[config.mk]
export PLATFORM = sky130hd
export DESIGN_NAME = bk3_ctrl_top
export DESIGN_NICKNAME = d
export VERILOG_FILES = /design/src/design/bk3_pkg.sv /design/src/design/bk3_ctrl_top.sv /design/src/design/bk3_debounce.sv /design/src/design/bk3_mode_decode.sv
export SDC_FILE = /design/constraint.sdc
export NUM_CORES = 1
export LEC_CHECK = 0
export ABC_AREA = 1
export BUFFER_PORTS_ARGS = -buffer_cell sky130_fd_sc_hd__buf_2
export CORE_UTILIZATION = 30
export DETAILED_ROUTE_END_ITERATION = 10
export GPL_ROUTABILITY_DRIVEN = 0
export GPL_TIMING_DRIVEN = 0
export SYNTH_ARGS = -nofsm -noshare
export SYNTH_HDL_FRONTEND = slang
export SYNTH_SLANG_ARGS = --single-unit
[constraint.sdc]
create_clock -name clk -period 3.75 [get_ports clk]
set_input_delay 0.5625 -clock clk [delete_from_list [all_inputs] [get_ports clk]]
set_output_delay 0.5625 -clock clk [all_outputs]
set_load 0.005 [all_outputs]
[src/design/bk3_pkg.sv]
// package: offsets, fields, reset values, timing counts and types for the buck three control
package bk3_pkg;
  // register byte offsets
  localparam logic [7:0] OFF_CTRL = 8'h00;
  localparam logic [7:0] OFF_SETPT = 8'h04;
  localparam logic [7:0] OFF_STATUS = 8'h08;
  // control register bit positions
  localparam int CTRL_EN_BIT = 0;
  localparam int CTRL_STBY_BIT = 1;
  localparam int CTRL_SLEEP_BIT = 2;
  localparam int CTRL_LPWR_BIT = 3;
  localparam int CTRL_FPWM_BIT = 4;
  localparam int CTRL_WIDTH = 5;
  localparam logic [4:0] CTRL_RESET = 5'h00;
  // set-point field layout: run [5:0], standby [13:8], sleep [21:16]
  localparam int SP_WIDTH = 6;
  localparam int SP_RUN_LSB = 0;
  localparam int SP_STBY_LSB = 8;
  localparam int SP_SLEEP_LSB = 16;
  localparam logic [5:0] SP_RESET = 6'h00;
  localparam logic [3:0] SP_CODE_MAX = 4'hf;
  // set-point scale: code n gives base plus n steps, in millivolts
  localparam logic [11:0] SP_BASE_MV = 12'd1800;
  localparam logic [11:0] SP_STEP_MV = 12'd100;
  // status bit positions
  localparam int ST_HS_SENSE = 0;
  localparam int ST_LS_SENSE = 1;
  localparam int ST_HS_FLAG = 2;
  localparam int ST_LS_FLAG = 3;
  localparam int ST_MODE_LSB = 4;
  // debounce time and derived cycle count at 250 MHz
  localparam int CLK_MHZ = 250;
  localparam int DEB_TIME_US = 8000;
  localparam int DEB_CYCLES = DEB_TIME_US * CLK_MHZ;
  localparam int DEB_W = 21;
  // axi response codes
  localparam logic [1:0] RESP_OKAY = 2'h0;
  localparam logic [1:0] RESP_SLVERR = 2'h2;
  // device operating state input
  typedef enum logic [1:0] {PST_OFF, PST_RUN, PST_STANDBY, PST_SLEEP} bk3_pstate_t;
  // regulator operating mode
  typedef enum logic [2:0] {MODE_OFF, MODE_ADAPTIVE, MODE_FPWM, MODE_LOWPWR} bk3_mode_t;
  // control bits as a group
  typedef struct packed {
    logic fpwm;
    logic lpwr;
    logic sleep_en;
    logic stby_en;
    logic en;
  } bk3_ctrl_t;
  // set points as a group
  typedef struct packed {
    logic [5:0] sleep;
    logic [5:0] stby;
    logic [5:0] run;
  } bk3_setpt_t;
  // drive outputs to the analog power stage
  typedef struct packed {
    logic switching;
    logic discharge;
    logic force_pwm;
    logic low_bias;
    logic [3:0] code;
  } bk3_drive_t;
endpackage
[src/design/bk3_ctrl_top.sv]
// top: buck three mode, set-point and current-limit control with axi4-lite registers
// Functional notes
// - set points 1.8 to 3.3 V, 100 mV
// - no dynamic voltage scaling ramps
// - auto dcm/ccm outside forced modes
// - mode forced by registers or state
// - off: stop switching, enable discharge
// - adaptive mode is the default
// - forced pwm: continuous pwm, no skipping
// - low power only in standby or sleep
// - enable 0 disables in every state
// - standby/sleep enables gate those states
// - forced pwm overrides low power
// - both bits 0 gives adaptive dcm
// - run ignores low-power bit
// - standby/sleep with low power bit: low power
// - cycle-by-cycle switch turn-off at limit
// - limit hit sets sense bit immediately
// - status set after persistent debounce interval
// - start-up copies stored set point thrice
// - state selects run/standby/sleep set point
// - set-point fields read-only, writes ignored
//
// Decided for this implementation: the AXI4-Lite interface to the registers and the register offsets.
`timescale 1ns/1ns
module bk3_ctrl_top #(
  parameter int DEB_COUNT = bk3_pkg::DEB_CYCLES
) (
  // clock and reset
  input wire logic clk,
  input wire logic rst_n,
  // axi4-lite write address
  input wire logic [7:0] s_axi_awaddr,
  input wire logic s_axi_awvalid,
  output logic s_axi_awready,
  // axi4-lite write data
  input wire logic [31:0] s_axi_wdata,
  input wire logic [3:0] s_axi_wstrb,
  input wire logic s_axi_wvalid,
  output logic s_axi_wready,
  // axi4-lite write response
  output logic [1:0] s_axi_bresp,
  output logic s_axi_bvalid,
  input wire logic s_axi_bready,
  // axi4-lite read address
  input wire logic [7:0] s_axi_araddr,
  input wire logic s_axi_arvalid,
  output logic s_axi_arready,
  // axi4-lite read data
  output logic [31:0] s_axi_rdata,
  output logic [1:0] s_axi_rresp,
  output logic s_axi_rvalid,
  input wire logic s_axi_rready,
  // device operating state and stored set point
  input wire bk3_pkg::bk3_pstate_t pstate,
  input wire logic [5:0] stored_setpoint,
  // power stage feedback
  input wire logic hs_over_limit,
  input wire logic ls_over_limit,
  input wire logic light_load,
  // power stage drive
  output bk3_pkg::bk3_drive_t drive,
  output logic hs_gate_block,
  output logic ls_gate_block
);
  // whole module state
  typedef struct packed {
    logic aw_got;
    logic [7:0] aw_addr;
    logic w_got;
    logic [31:0] w_data;
    logic [3:0] w_strb;
    logic bvalid;
    logic [1:0] bresp;
    logic rvalid;
    logic [31:0] rdata;
    logic [1:0] rresp;
    bk3_pkg::bk3_ctrl_t ctrl;
    bk3_pkg::bk3_setpt_t sp;
    bk3_pkg::bk3_pstate_t pst_prev;
    bk3_pkg::bk3_drive_t drive;
    logic hs_blk;
    logic ls_blk;
    logic [1:0] clr;
  } bk3_state_t;

  bk3_state_t st_reg; // registered state
  bk3_state_t st_next; // next state
  bk3_pkg::bk3_mode_t mode; // decoded mode
  logic hs_sense; // high-side present fault
  logic ls_sense; // low-side present fault
  logic hs_flag; // high-side debounced status
  logic ls_flag; // low-side debounced status

  // map a code to the 4-bit drive code, saturating
  function automatic logic [3:0] sp_code(input logic [5:0] v);
    sp_code = (v > {2'b00, bk3_pkg::SP_CODE_MAX}) ? bk3_pkg::SP_CODE_MAX : v[3:0];
  endfunction

  // mode decode
  bk3_mode_decode u_dec (
    .ctrl(st_reg.ctrl),
    .pstate(pstate),
    .mode(mode)
  );

  // high-side debounce
  bk3_debounce #(.DEB_COUNT(DEB_COUNT)) u_hs (
    .clk(clk),
    .rst_n(rst_n),
    .fault(hs_over_limit),
    .clr(st_reg.clr[0]),
    .sense(hs_sense),
    .flag(hs_flag)
  );

  // low-side debounce
  bk3_debounce #(.DEB_COUNT(DEB_COUNT)) u_ls (
    .clk(clk),
    .rst_n(rst_n),
    .fault(ls_over_limit),
    .clr(st_reg.clr[1]),
    .sense(ls_sense),
    .flag(ls_flag)
  );

  // bus, registers and drive next state
  always_comb begin
    st_next = st_reg;
    st_next.clr = 2'b00;
    // write address and data taken in either order
    if (s_axi_awvalid && s_axi_awready) begin
      st_next.aw_got = 1'b1;
      st_next.aw_addr = s_axi_awaddr;
    end
    if (s_axi_wvalid && s_axi_wready) begin
      st_next.w_got = 1'b1;
      st_next.w_data = s_axi_wdata;
      st_next.w_strb = s_axi_wstrb;
    end
    // perform write once both halves are held
    if (st_reg.aw_got && st_reg.w_got && !st_reg.bvalid) begin
      st_next.aw_got = 1'b0;
      st_next.w_got = 1'b0;
      st_next.bvalid = 1'b1;
      st_next.bresp = bk3_pkg::RESP_OKAY;
      case (st_reg.aw_addr)
        bk3_pkg::OFF_CTRL: begin
          // register programming forces the mode
          if (st_reg.w_strb[0]) begin
            st_next.ctrl = st_reg.w_data[bk3_pkg::CTRL_WIDTH-1:0];
          end
        end
        bk3_pkg::OFF_SETPT: begin
          // set points are read-only, write is dropped
          st_next.bresp = bk3_pkg::RESP_OKAY;
        end
        bk3_pkg::OFF_STATUS: begin
          // write one to clear debounced flags
          if (st_reg.w_strb[0]) begin
            st_next.clr = {st_reg.w_data[bk3_pkg::ST_LS_FLAG], st_reg.w_data[bk3_pkg::ST_HS_FLAG]};
          end
        end
        default: begin
          st_next.bresp = bk3_pkg::RESP_SLVERR;
        end
      endcase
    end
    if (st_reg.bvalid && s_axi_bready) begin
      st_next.bvalid = 1'b0;
    end
    // read
    if (s_axi_arvalid && s_axi_arready) begin
      st_next.rvalid = 1'b1;
      st_next.rresp = bk3_pkg::RESP_OKAY;
      st_next.rdata = 32'h0;
      case (s_axi_araddr)
        bk3_pkg::OFF_CTRL: begin
          st_next.rdata[bk3_pkg::CTRL_WIDTH-1:0] = st_reg.ctrl;
        end
        bk3_pkg::OFF_SETPT: begin
          st_next.rdata[bk3_pkg::SP_RUN_LSB +: bk3_pkg::SP_WIDTH] = st_reg.sp.run;
          st_next.rdata[bk3_pkg::SP_STBY_LSB +: bk3_pkg::SP_WIDTH] = st_reg.sp.stby;
          st_next.rdata[bk3_pkg::SP_SLEEP_LSB +: bk3_pkg::SP_WIDTH] = st_reg.sp.sleep;
        end
        bk3_pkg::OFF_STATUS: begin
          st_next.rdata[bk3_pkg::ST_HS_SENSE] = hs_sense;
          st_next.rdata[bk3_pkg::ST_LS_SENSE] = ls_sense;
          st_next.rdata[bk3_pkg::ST_HS_FLAG] = hs_flag;
          st_next.rdata[bk3_pkg::ST_LS_FLAG] = ls_flag;
          st_next.rdata[bk3_pkg::ST_MODE_LSB +: 3] = mode;
        end
        default: begin
          st_next.rresp = bk3_pkg::RESP_SLVERR;
        end
      endcase
    end else if (st_reg.rvalid && s_axi_rready) begin
      st_next.rvalid = 1'b0;
    end
    // start-up from off into run loads stored set point
    st_next.pst_prev = pstate;
    if (st_reg.pst_prev == bk3_pkg::PST_OFF && pstate == bk3_pkg::PST_RUN) begin
      st_next.sp.run = stored_setpoint;
      st_next.sp.stby = stored_setpoint;
      st_next.sp.sleep = stored_setpoint;
    end
    // set point chosen by state only, no ramp logic
    case (pstate)
      bk3_pkg::PST_STANDBY: st_next.drive.code = sp_code(st_reg.sp.stby);
      bk3_pkg::PST_SLEEP: st_next.drive.code = sp_code(st_reg.sp.sleep);
      default: st_next.drive.code = sp_code(st_reg.sp.run);
    endcase
    // mode to drive bits
    st_next.drive.switching = (mode != bk3_pkg::MODE_OFF);
    st_next.drive.discharge = (mode == bk3_pkg::MODE_OFF);
    st_next.drive.force_pwm = (mode == bk3_pkg::MODE_FPWM) ||
                              (mode == bk3_pkg::MODE_ADAPTIVE && !light_load);
    st_next.drive.low_bias = (mode == bk3_pkg::MODE_LOWPWR);
    // per-cycle switch turn-off at limit
    st_next.hs_blk = hs_over_limit;
    st_next.ls_blk = ls_over_limit;
  end

  // state register
  always_ff @(posedge clk) begin
    if (!rst_n) begin
      st_reg <= '0;
      st_reg.ctrl <= bk3_pkg::CTRL_RESET;
      st_reg.sp <= {3{bk3_pkg::SP_RESET}};
      st_reg.drive.discharge <= 1'b1;
    end else begin
      st_reg <= st_next;
    end
  end

  // outputs
  assign s_axi_awready = !st_reg.aw_got;
  assign s_axi_wready = !st_reg.w_got;
  assign s_axi_bvalid = st_reg.bvalid;
  assign s_axi_bresp = st_reg.bresp;
  assign s_axi_arready = !st_reg.rvalid;
  assign s_axi_rvalid = st_reg.rvalid;
  assign s_axi_rdata = st_reg.rdata;
  assign s_axi_rresp = st_reg.rresp;
  assign drive = st_reg.drive;
  assign hs_gate_block = st_reg.hs_blk;
  assign ls_gate_block = st_reg.ls_blk;

  a_off_when_disabled: assert property (@(posedge clk) disable iff (!rst_n)
    !st_reg.ctrl.en |=> !drive.switching && drive.discharge) else $error("enabled with enable bit 0");
  a_standby_gate: assert property (@(posedge clk) disable iff (!rst_n)
    pstate == bk3_pkg::PST_STANDBY && !st_reg.ctrl.stby_en |=> !drive.switching) else $error("standby gate");
  a_fpwm_override: assert property (@(posedge clk) disable iff (!rst_n)
    mode != bk3_pkg::MODE_OFF && st_reg.ctrl.fpwm |=> drive.force_pwm && !drive.low_bias)
    else $error("forced pwm lost");
  a_run_no_lowpwr: assert property (@(posedge clk) disable iff (!rst_n)
    pstate == bk3_pkg::PST_RUN |=> !drive.low_bias) else $error("low power in run");
  a_lowpwr_sleep: assert property (@(posedge clk) disable iff (!rst_n)
    pstate == bk3_pkg::PST_SLEEP && st_reg.ctrl == 5'h0d |=> drive.low_bias) else $error("no low power in sleep");
  a_startup_load: assert property (@(posedge clk) disable iff (!rst_n)
    st_reg.pst_prev == bk3_pkg::PST_OFF && pstate == bk3_pkg::PST_RUN |=>
    st_reg.sp.stby == $past(stored_setpoint)) else $error("set point not loaded");
  a_setpt_readonly: assert property (@(posedge clk) disable iff (!rst_n)
    !(st_reg.pst_prev == bk3_pkg::PST_OFF && pstate == bk3_pkg::PST_RUN) |=> $stable(st_reg.sp))
    else $error("set point changed");
  a_limit_block: assert property (@(posedge clk) disable iff (!rst_n)
    hs_over_limit |=> hs_gate_block) else $error("high-side not blocked");
  // low-side switch is blocked the cycle after its limit hit
  a_ls_limit_block: assert property (@(posedge clk) disable iff (!rst_n)
    ls_over_limit |=> ls_gate_block) else $error("low-side not blocked");
  // sleep without its enable bit turns the regulator off
  a_sleep_gate: assert property (@(posedge clk) disable iff (!rst_n)
    pstate == bk3_pkg::PST_SLEEP && !st_reg.ctrl.sleep_en |=> !drive.switching && drive.discharge)
    else $error("sleep gate");
  // off mode stops switching and opens the discharge path
  a_off_discharge: assert property (@(posedge clk) disable iff (!rst_n)
    mode == bk3_pkg::MODE_OFF |=> !drive.switching && drive.discharge) else $error("off without discharge");
  // any active mode switches and releases the discharge path
  a_on_switching: assert property (@(posedge clk) disable iff (!rst_n)
    mode != bk3_pkg::MODE_OFF |=> drive.switching && !drive.discharge) else $error("active without switching");
  // forced pwm keeps continuous conduction whatever the load
  a_fpwm_continuous: assert property (@(posedge clk) disable iff (!rst_n)
    mode == bk3_pkg::MODE_FPWM |=> drive.force_pwm) else $error("forced pwm skipping");
  // adaptive mode follows the load detector
  a_adaptive_ccm: assert property (@(posedge clk) disable iff (!rst_n)
    mode == bk3_pkg::MODE_ADAPTIVE |=> drive.force_pwm == !$past(light_load)) else $error("adaptive conduction");
  // low-power mode is only reachable in standby or sleep
  a_lowpwr_states: assert property (@(posedge clk) disable iff (!rst_n)
    mode == bk3_pkg::MODE_LOWPWR |-> pstate == bk3_pkg::PST_STANDBY || pstate == bk3_pkg::PST_SLEEP)
    else $error("low power outside standby or sleep");
  // standby with enable, standby enable and low power gives low bias
  a_lowpwr_standby: assert property (@(posedge clk) disable iff (!rst_n)
    pstate == bk3_pkg::PST_STANDBY && st_reg.ctrl == 5'h0b |=> drive.low_bias)
    else $error("no low power in standby");
  // both mode bits clear on an active regulator gives adaptive
  a_dcm_default: assert property (@(posedge clk) disable iff (!rst_n)
    mode != bk3_pkg::MODE_OFF && !st_reg.ctrl.lpwr && !st_reg.ctrl.fpwm |-> mode == bk3_pkg::MODE_ADAPTIVE)
    else $error("adaptive not chosen");
  // run drives the run set point
  a_run_code: assert property (@(posedge clk) disable iff (!rst_n)
    pstate == bk3_pkg::PST_RUN |=> drive.code == sp_code($past(st_reg.sp.run))) else $error("run code");
  // standby drives the standby set point
  a_stby_code: assert property (@(posedge clk) disable iff (!rst_n)
    pstate == bk3_pkg::PST_STANDBY |=> drive.code == sp_code($past(st_reg.sp.stby))) else $error("standby code");
  // sleep drives the sleep set point
  a_sleep_code: assert property (@(posedge clk) disable iff (!rst_n)
    pstate == bk3_pkg::PST_SLEEP |=> drive.code == sp_code($past(st_reg.sp.sleep))) else $error("sleep code");
  // a control write lands in the control bits
  a_ctrl_write: assert property (@(posedge clk) disable iff (!rst_n)
    st_reg.aw_got && st_reg.w_got && !st_reg.bvalid && st_reg.aw_addr == bk3_pkg::OFF_CTRL && st_reg.w_strb[0]
    |=> st_reg.ctrl == $past(st_reg.w_data[bk3_pkg::CTRL_WIDTH-1:0])) else $error("control write lost");
  // the high-side debounced flag only rises while its fault is present
  a_hs_flag_fault: assert property (@(posedge clk) disable iff (!rst_n)
    $rose(hs_flag) |-> hs_sense) else $error("flag without fault");
  // write response holds until taken
  a_bvalid_hold: assert property (@(posedge clk) disable iff (!rst_n)
    s_axi_bvalid && !s_axi_bready |=> s_axi_bvalid) else $error("write response dropped");
  // read data hold until taken
  a_rvalid_hold: assert property (@(posedge clk) disable iff (!rst_n)
    s_axi_rvalid && !s_axi_rready |=> s_axi_rvalid && $stable(s_axi_rdata)) else $error("read data dropped");
  c_fpwm: cover property (@(posedge clk) drive.force_pwm && drive.switching);
  c_lowpwr: cover property (@(posedge clk) drive.low_bias);
  c_flag: cover property (@(posedge clk) hs_flag);
  c_startup: cover property (@(posedge clk) st_reg.pst_prev == bk3_pkg::PST_OFF && pstate == bk3_pkg::PST_RUN);
endmodule

[src/design/bk3_debounce.sv]
// debounce of one current-limit event into a persistent status flag
`timescale 1ns/1ns
module bk3_debounce #(
  parameter int DEB_COUNT = bk3_pkg::DEB_CYCLES
) (
  // clock and reset
  input wire logic clk,
  input wire logic rst_n,
  // raw fault and flag clear
  input wire logic fault,
  input wire logic clr,
  // results
  output logic sense,
  output logic flag
);
  // module state
  typedef struct packed {
    logic [bk3_pkg::DEB_W-1:0] cnt;
    logic sense;
    logic flag;
  } bk3_deb_state_t;

  bk3_deb_state_t st_reg; // registered state
  bk3_deb_state_t st_next; // next state

  // count while fault holds, restart on any gap
  always_comb begin
    st_next = st_reg;
    st_next.sense = fault;
    if (!fault) begin
      st_next.cnt = '0;
    end else if (st_reg.cnt < bk3_pkg::DEB_W'(DEB_COUNT - 1)) begin
      st_next.cnt = st_reg.cnt + 1'b1;
    end
    if (fault && st_reg.cnt == bk3_pkg::DEB_W'(DEB_COUNT - 1)) begin
      st_next.flag = 1'b1;
    end else if (clr) begin
      st_next.flag = 1'b0; // set wins over clear
    end
  end

  // state register
  always_ff @(posedge clk) begin
    if (!rst_n) begin
      st_reg <= '0;
    end else begin
      st_reg <= st_next;
    end
  end

  assign sense = st_reg.sense;
  assign flag = st_reg.flag;

  a_deb_restart: assert property (@(posedge clk) disable iff (!rst_n)
    !fault |=> st_reg.cnt == '0) else $error("debounce count not restarted");
  a_deb_sense: assert property (@(posedge clk) disable iff (!rst_n)
    fault |=> sense) else $error("sense not following fault");
endmodule

[src/design/bk3_mode_decode.sv]
// mode decode from control bits and operating state
`timescale 1ns/1ns
module bk3_mode_decode (
  // inputs
  input wire bk3_pkg::bk3_ctrl_t ctrl,
  input wire bk3_pkg::bk3_pstate_t pstate,
  // decoded mode
  output bk3_pkg::bk3_mode_t mode
);
  // table decode, enable first, then state gating, then forced pwm
  always_comb begin
    mode = bk3_pkg::MODE_ADAPTIVE;
    if (!ctrl.en || pstate == bk3_pkg::PST_OFF) begin
      mode = bk3_pkg::MODE_OFF;
    end else if (pstate == bk3_pkg::PST_STANDBY && !ctrl.stby_en) begin
      mode = bk3_pkg::MODE_OFF;
    end else if (pstate == bk3_pkg::PST_SLEEP && !ctrl.sleep_en) begin
      mode = bk3_pkg::MODE_OFF;
    end else if (ctrl.fpwm) begin
      mode = bk3_pkg::MODE_FPWM;
    end else if (ctrl.lpwr && pstate != bk3_pkg::PST_RUN) begin
      mode = bk3_pkg::MODE_LOWPWR;
    end
  end
endmodule

==> results of run 1 <==
==> cells in the final DEF, fill, tap and decap left out, drive strengths merged, types with 2 or more instances in the layout <==
master and n:
nand2 224, nor2 142, buf 126, dfxtp 101, inv 81, a21oi 67, nand3 61, o21ai 41
clkbuf 20, conb 16, xor2 12, nand4 11, nor3 8, nand3b 7, xnor2 5, ha 2
clkinv 2
==> through the flow <==
stage | hold slack, ns | power (mW) | setup slack [ns] | utilization | instances
3_3_place_gp | 0.450 | 1.33 | 1.83 | 0.352 | 1141
2_1_floorplan | 0.427 | 1.26 | 2.23 | - | 842
5_1_grt | 0.431 | 2.42 | 1.63 | 0.370 | 1157
6_report | 0.422 | 2.32 | 1.78 | 0.370 | 1157
4_1_cts | 0.414 | 2.34 | 1.79 | 0.370 | 1157
3_5_place_dp | 0.459 | 1.34 | 1.80 | 0.352 | 1141
==> cells in the mapped netlist, drive strengths merged <==
cell type,count
nand3b,7
a31oi,1
nand4,11
dfxtp,101
nor2,142
clkbuf,11
ha,2
nor3,8
xor2,12
o21ai,41
or2,1
buf,52
conb,1
a21oi,67
o21a,1
a211oi,1
clkinv,1
nand3,61
nand2,224
xnor2,5
o211a,1
inv,76
==> cell type report <==
class                           count  share of cell area
Tap cell                          225              0.0434
Inverter                           77              0.0445
Multi-Input combinational cell    601               0.428
Sequential cell                   101               0.311
Buffer                             63              0.0665
Clock buffer                        9              0.0347
Clock inverter                      7              0.0150
Timing Repair Buffer               74              0.0570
==> cells by family (layout without fill, tap and decap cells) <==
kind of cell               Yosys count  after routing
xor gates and xnor gates            17             17
DFF                                101            101
and+or+nand+nor                    454            454
buffers and inverters              140            230
AOI/OAI and AO/OA                  112            112
adders and majority gates            2              2
other                                1             16
==> metal layers <==
layer / share of wire / vias up / track usage
li1: - / 2773 / -
met2: 0.44 / 130 / 0.240
met3: 0.058 / 18 / 0.0241
met1: 0.48 / 2334 / 0.201
met5: 0 / - / 0
met4: 0.018 / 0 / 0.0586
==> where the power goes <==
group / internal (mW) / switching [mW]
sequential: 1.11 / 0.0208
combinational: 0.0831 / 0.0992
clock: 0.543 / 0.465
==> worst min-delay path, cell delays in order <==
cell    delay, ns
buf_2        0.07
nor2_1       0.03
nor2_1       0.08
==> path summary, 6_finish.rpt <==
| check | endpoint | slack, ns | cells after the start | startpoint |
|---|---|---|---|---|
| max | u_hs.st_reg[18] | 1.78 | 8 | u_hs.st_reg[2] |
| min | st_reg[118] | 0.42 | 3 | s_axi_awaddr[6] |
| max reg2reg | u_hs.st_reg[18] | 1.78 | 8 | u_hs.st_reg[2] |
| min reg2reg | st_reg[0] | 0.47 | 2 | st_reg[81] |
==> metrics.cfg, run 1 <==
[final_layout]
multi_input_area_um2=2780
nFillCells=1926
fin_nets=999
regArea_um2=2020
area_growth_pct=18.9
largest_reg_flops=31
n_antenna_cell=0
fin_area_um2=6490
drive_gt1_frac=0.180

[floorplanning]
rows=48
core_area_um2=17500
start_util=0.312
ios=121
die_h_um=137
dieArea_um2=18800
die_w_um=137

[worst_setup_path]
required_ns=3.97
start_kind=register
cpLargestDelayFamily=flip-flops
cp_num_buf_inv=1
endpoint_kind=register
cp_common_cell=nand2_1
cp.arrival_ns=2.18
worstPathMaxFanout=8
cp_cell_sequence=ha_1 -> nand3_1 -> inv_1 -> nand2_1 -> o21ai_0 -> nand2_1 -> nand2_1 -> a21oi_1
crit_type=reg2reg
cpPeakStageDelay_ns=0.53
cp_slowest_cell=dfxtp_1

[clock_tree]
clockBufferDepth=2
cts_tree=done
clkTransAtPathRegs_ns=0.08
cts_htree_levels=3
cts-buffers-inserted=9
cts-root-buf=clkbuf_16
clock_latency_ns=0.36
cts_sinks=101
cts_setup_buffers=0
cts_resized=0
hold_buffers=0

[sta]
tightest_slew_ns=0.629
maxSlewHeadroom=0.581
period_share=0.524
fmax_mhz=509
tns_ns=0
finalCriticalPeriod_ns=1.97
skew_ns=0.0105
drv_slew=0
setup_viol_count_final=0
hold_viol_final=0
rsz0062_at_grt=false

[placed_design]
hpwl_um=10400
portBuffers=74
dpl_cell_area_um2=6170

[worst_hold_path]
hold_path_class=in2reg

[logic_synthesis]
synthXorXnorAreaFrac=0.0273
yosysSeqAreaShare=0.370
ys_warn_count=0
yosys.area.top_type_share=0.370
ys_ff_latch=101
synth_cell_types=33
ys_top_cells_by_area=dfxtp_1 37%, nand2_1 15%, nor2_1 8.9%
synth-compound-area-share=0.108
synth_fa_ha_area_frac=0.00458
netlist_area_um2=5460
synthMuxAreaShare=0
syn_inst=827
synth-simple-area-share=0.357
synth_area_per_cell_um2=6.61
synth_top_family_by_area=simple AND/OR/NAND/NOR gates
yosysTopAreaCell=dfxtp_1

[route]
firstDrtPassIters=5
drt_iter0_drc=343
drcViolationCount=0
vias=5255
antenna_left=0
routed_wl_um=13500
vias_per_cell=4.54
wl_per_cell_um=11.7

[pwr]
ir_drop_mv=0.201
powerDensity_nw_per_um2=357
leakage_nw=2.77

[global_routing]
grt_pass1_vias=4646
gr-usage-all-layers=0.150
overflow=0
grt_max_degree=21
grt_first_pass_wirelength_um=22200
grt_antenna_before_repair=0

[run]
maxCapViolCount=0

[outcome]
status=finished clean

Note: power is estimated with default switching activity, not from simulation.
==> inputs of run 2 (changes only) <==
==> constraint.sdc (replaced) <==
create_clock -name clk -period 1.81 [get_ports clk]
set_input_delay 0.2715 -clock clk [delete_from_list [all_inputs] [get_ports clk]]
set_output_delay 0.2715 -clock clk [all_outputs]
set_load 0.005 [all_outputs]
==> metrics.cfg, run 2 (synthesis results as in run 1) <==
[outcome]
status=finished clean

[route]
drt_iter0_drc=309
firstDrtPassIters=5
routed_wl_um=13500
route.met2.wl_um=6010
vias_per_cell=4.54
vias=5247
antenna_left=0
top_layer=met4
drcViolationCount=0
wl_met1_um=6580
met3WireLength_um=688
wl_per_cell_um=11.7

[global_routing]
grt_first_pass_wirelength_um=22200
grt_antenna_before_repair=0
grt_pass1_vias=4646
gr-usage-all-layers=0.150
grt_max_degree=21
overflow=0

[final_layout]
final_cell_mix=220 x nand2_1, 128 x nor2_1, 99 x dfxtp_1
mostFrequentLayoutCell=nand2_1
drive_gt1_frac=0.191
fin_cells=1157
area_growth_pct=19.3
n_antenna_cell=0
fin_nets=999
fin_util=0.372
fin_area_um2=6520
nFillCells=1922
largest_reg_flops=31

[sta]
drv_slew=0
maxSlewHeadroom=0.579
hold_slack_ns=0.130
tns_ns=0
fmax_mhz=601
skew_ns=0.0115
period_share=0.919
finalCriticalPeriod_ns=1.66
tightest_slew_ns=0.632
rsz0062_at_grt=false
layout_setup_ws_ns=0.146
hold_viol_final=0
setup_viol_count_final=0

[placed_design]
dpl_cell_area_um2=6170
dp_cells=1141
post-place-ws_ns=-0.139
hpwl_um=10400
portBuffers=74

[floorplanning]
dieArea_um2=18800
start_util=0.312
die_h_um=137
ios=121
core_area_um2=17500
die_w_um=137
rows=48

[worst_setup_path]
cp.arrival_ns=1.88
crit_type=reg2reg
endpoint_kind=register
worstPathMaxFanout=8
required_ns=2.02
start_kind=register

[clock_tree]
cts-root-buf=clkbuf_16
cts-buffers-inserted=9
cts_tree=done
cts_htree_levels=3
clkTransAtPathRegs_ns=0.08
cts_sinks=101
cts_setup_buffers=0
clock_latency_ns=0.36
clockBufferDepth=2

[pwr]
ir_drop_mv=0.416
power_mw=4.80
powerDensity_nw_per_um2=737
leakage_nw=2.76

[run]
maxCapViolCount=0

[worst_hold_path]
hold_path_class=in2reg

run 2: final cells by class:
type	count	area [um^2]	share of cell area
Timing Repair Buffer	74	370	0.0568
Buffer	63	432	0.0662
Tap cell	225	282	0.0432
Clock buffer	9	225	0.0346
Sequential cell	101	2020	0.311
Multi-Input combinational cell	601	2800	0.429
Inverter	77	289	0.0444
Clock inverter	7	97.6	0.0150
run 2: routing by layer:
metal / vias up / GRT usage
met3: 18 / 0.0241
met2: 116 / 0.240
li1: 2770 / -
met4: 0 / 0.0586
met5: - / 0
met1: 2343 / 0.201
run 2: path summary, 6_finish.rpt:
path              cells past startpoint  slack [ns]               to       startpoint
setup / recovery                      8        0.15  u_hs.st_reg[18]   u_hs.st_reg[2]
hold / removal                        3        0.13      st_reg[118]  s_axi_awaddr[6]
setup reg to reg                      8        0.15  u_hs.st_reg[18]   u_hs.st_reg[2]
hold reg to reg                       2        0.47        st_reg[0]       st_reg[81]
run 2: what timing repair did:
action                     4_1_cts  5_1_grt
hold buffers                     0        0
gates resized for setup          3        7
setup endpoints to repair        7        9
hold endpoints to repair         0        0
run 2: power breakdown:
group | switching [mW] | leakage, nW | internal (mW)
Clock | 0.964 | 0.159 | 1.12
Sequential | 0.0430 | 0.823 | 2.29
Combinational | 0.206 | 1.78 | 0.173
Total | 1.21 | 2.76 | 3.59
run 2: worst max-delay path: stages (launching register included):
cell	delay, ns
dfxtp_2	0.43
ha_2	0.29
nand3_2	0.15
inv_2	0.14
nand2_1	0.13
o21ai_0	0.20
nand2_1	0.07
nand2_1	0.06
a21oi_1	0.05
==> inputs of run 3 (changes only) <==
--- a/config.mk
+++ b/config.mk
@@ -7,10 +7,13 @@
 export LEC_CHECK = 0
 export ABC_AREA = 1
 export BUFFER_PORTS_ARGS = -buffer_cell sky130_fd_sc_hd__buf_2
+export CELL_PAD_IN_SITES_DETAIL_PLACEMENT = 0
+export CELL_PAD_IN_SITES_GLOBAL_PLACEMENT = 1
 export CORE_UTILIZATION = 30
 export DETAILED_ROUTE_END_ITERATION = 10
 export GPL_ROUTABILITY_DRIVEN = 0
 export GPL_TIMING_DRIVEN = 0
+export PLACE_DENSITY_LB_ADDON = 0.1
 export SYNTH_ARGS = -nofsm -noshare
 export SYNTH_HDL_FRONTEND = slang
 export SYNTH_SLANG_ARGS = --single-unit
==> metrics.cfg, run 3 (synthesis results as in run 1) <==
[worst_setup_path]
required_ns=2.09
crit_type=reg2reg
start_kind=register
worstPathMaxFanout=10
endpoint_kind=register
cp.arrival_ns=1.96

[sta]
drv_slew=0
skew_ns=0.00892
tightest_slew_ns=0.706
setup_viol_count_final=0
hold_viol_final=0
period_share=0.928
layout_setup_ws_ns=0.130
rsz0062_at_grt=false
maxSlewHeadroom=0.529
finalCriticalPeriod_ns=1.68
fmax_mhz=595

[clock_tree]
hold_buffers=0
clockBufferDepth=2
cts-buffers-inserted=9
clock_latency_ns=0.35
cts-root-buf=clkbuf_16
cts_tree=done
cts_htree_levels=3
clkTransAtPathRegs_ns=0.08
cts_sinks=101

[final_layout]
mostFrequentLayoutCell=nand2_1
fin_nets=999
drive_gt1_frac=0.189
n_antenna_cell=0
largest_reg_flops=31
fin_util=0.373
nFillCells=1942
fin_cells=1157
area_growth_pct=19.7
final_cell_mix=220 x nand2_1, 128 x nor2_1, 99 x dfxtp_1

[pwr]
powerDensity_nw_per_um2=754
ir_drop_mv=0.615
leakage_nw=2.77

[placed_design]
hpwl_um=11400
post-place-ws_ns=-0.121
dp_cells=1141
portBuffers=74

[floorplanning]
ios=121
dieArea_um2=18800
rows=48
core_area_um2=17500
die_h_um=137
die_w_um=137
start_util=0.312

[route]
routed_wl_um=15000
vias_per_cell=4.38
firstDrtPassIters=4
vias=5071
drt_iter0_drc=251
drcViolationCount=0
antenna_left=0
wl_per_cell_um=13.0

[global_routing]
overflow=0
grt_max_degree=20
grt_first_pass_wirelength_um=23700
grt_antenna_before_repair=0
grt_pass1_vias=4625
gr-usage-all-layers=0.164

[outcome]
status=finished clean

[worst_hold_path]
hold_path_class=in2reg

[run]
maxCapViolCount=0

-- run 3: layout make-up --
type | count | area [um^2] | share of cell area
tap | 225 | 282 | 0.0431
inverter | 77 | 289 | 0.0442
multi-input combinational | 601 | 2800 | 0.429
clock buffer | 9 | 225 | 0.0345
sequential | 101 | 2020 | 0.310
buffer | 63 | 432 | 0.0660
clock inverter | 7 | 113 | 0.0172
timing repair buffer | 74 | 370 | 0.0567
-- run 3: what timing repair did --
item,CTS,global route
setup endpoints to repair,10,4
resized for setup,6,3
setup buffers,0,0
-- run 3: where the power goes --
group	switching, mW	internal [mW]	leakage, nW
logic	0.208	0.173	1.78
clock network	0.968	1.25	0.161
registers	0.0408	2.29	0.823
total	1.22	3.71	2.77
-- run 3: worst max-delay path: stages (launching register included) --
cell and delay (ns):
dfxtp_1 0.38, inv_1 0.10, nand2_1 0.09, nand2_1 0.07, nand2_1 0.06, nand2_2 0.11
inv_1 0.08, nor2_4 0.22, buf_4 0.23, nand3_1 0.13, a21oi_2 0.15
-- run 3: stage by stage --
| stage | hold slack [ns] | cell area, um^2 | total power [mW] | setup TNS (ns) |
|---|---|---|---|---|
| finish | 0.140 | 6540 | 4.93 | 0 |
| global route | 0.126 | 6540 | 5.18 | 0 |
| CTS | 0.125 | 6520 | 5.02 | 0 |
| detailed placement | 0.446 | 6170 | 2.77 | -0.732 |
| global placement | 0.448 | 6170 | 2.77 | -0.709 |
| floorplan | 0.365 | 5520 | 2.61 | 0 |
-- run 3: worst paths after layout --
path | slack (ns) | depth (start not counted) | to | start
hold / removal | 0.14 | 3 | st_reg[116] | s_axi_awaddr[4]
hold reg to reg | 0.45 | 2 | st_reg[0] | st_reg[81]
setup / recovery | 0.13 | 10 | u_hs.st_reg[11] | u_hs.st_reg[16]
setup reg to reg | 0.13 | 10 | u_hs.st_reg[11] | u_hs.st_reg[16]
-- run 3: routing by layer --
layer	wire, um	up-vias	global-route usage
met1	7500	2220	0.216
met3	511	2	0.0263
met5	0	-	0
li1	-	2766	-
met4	58	0	0.0476
met2	6920	83	0.275
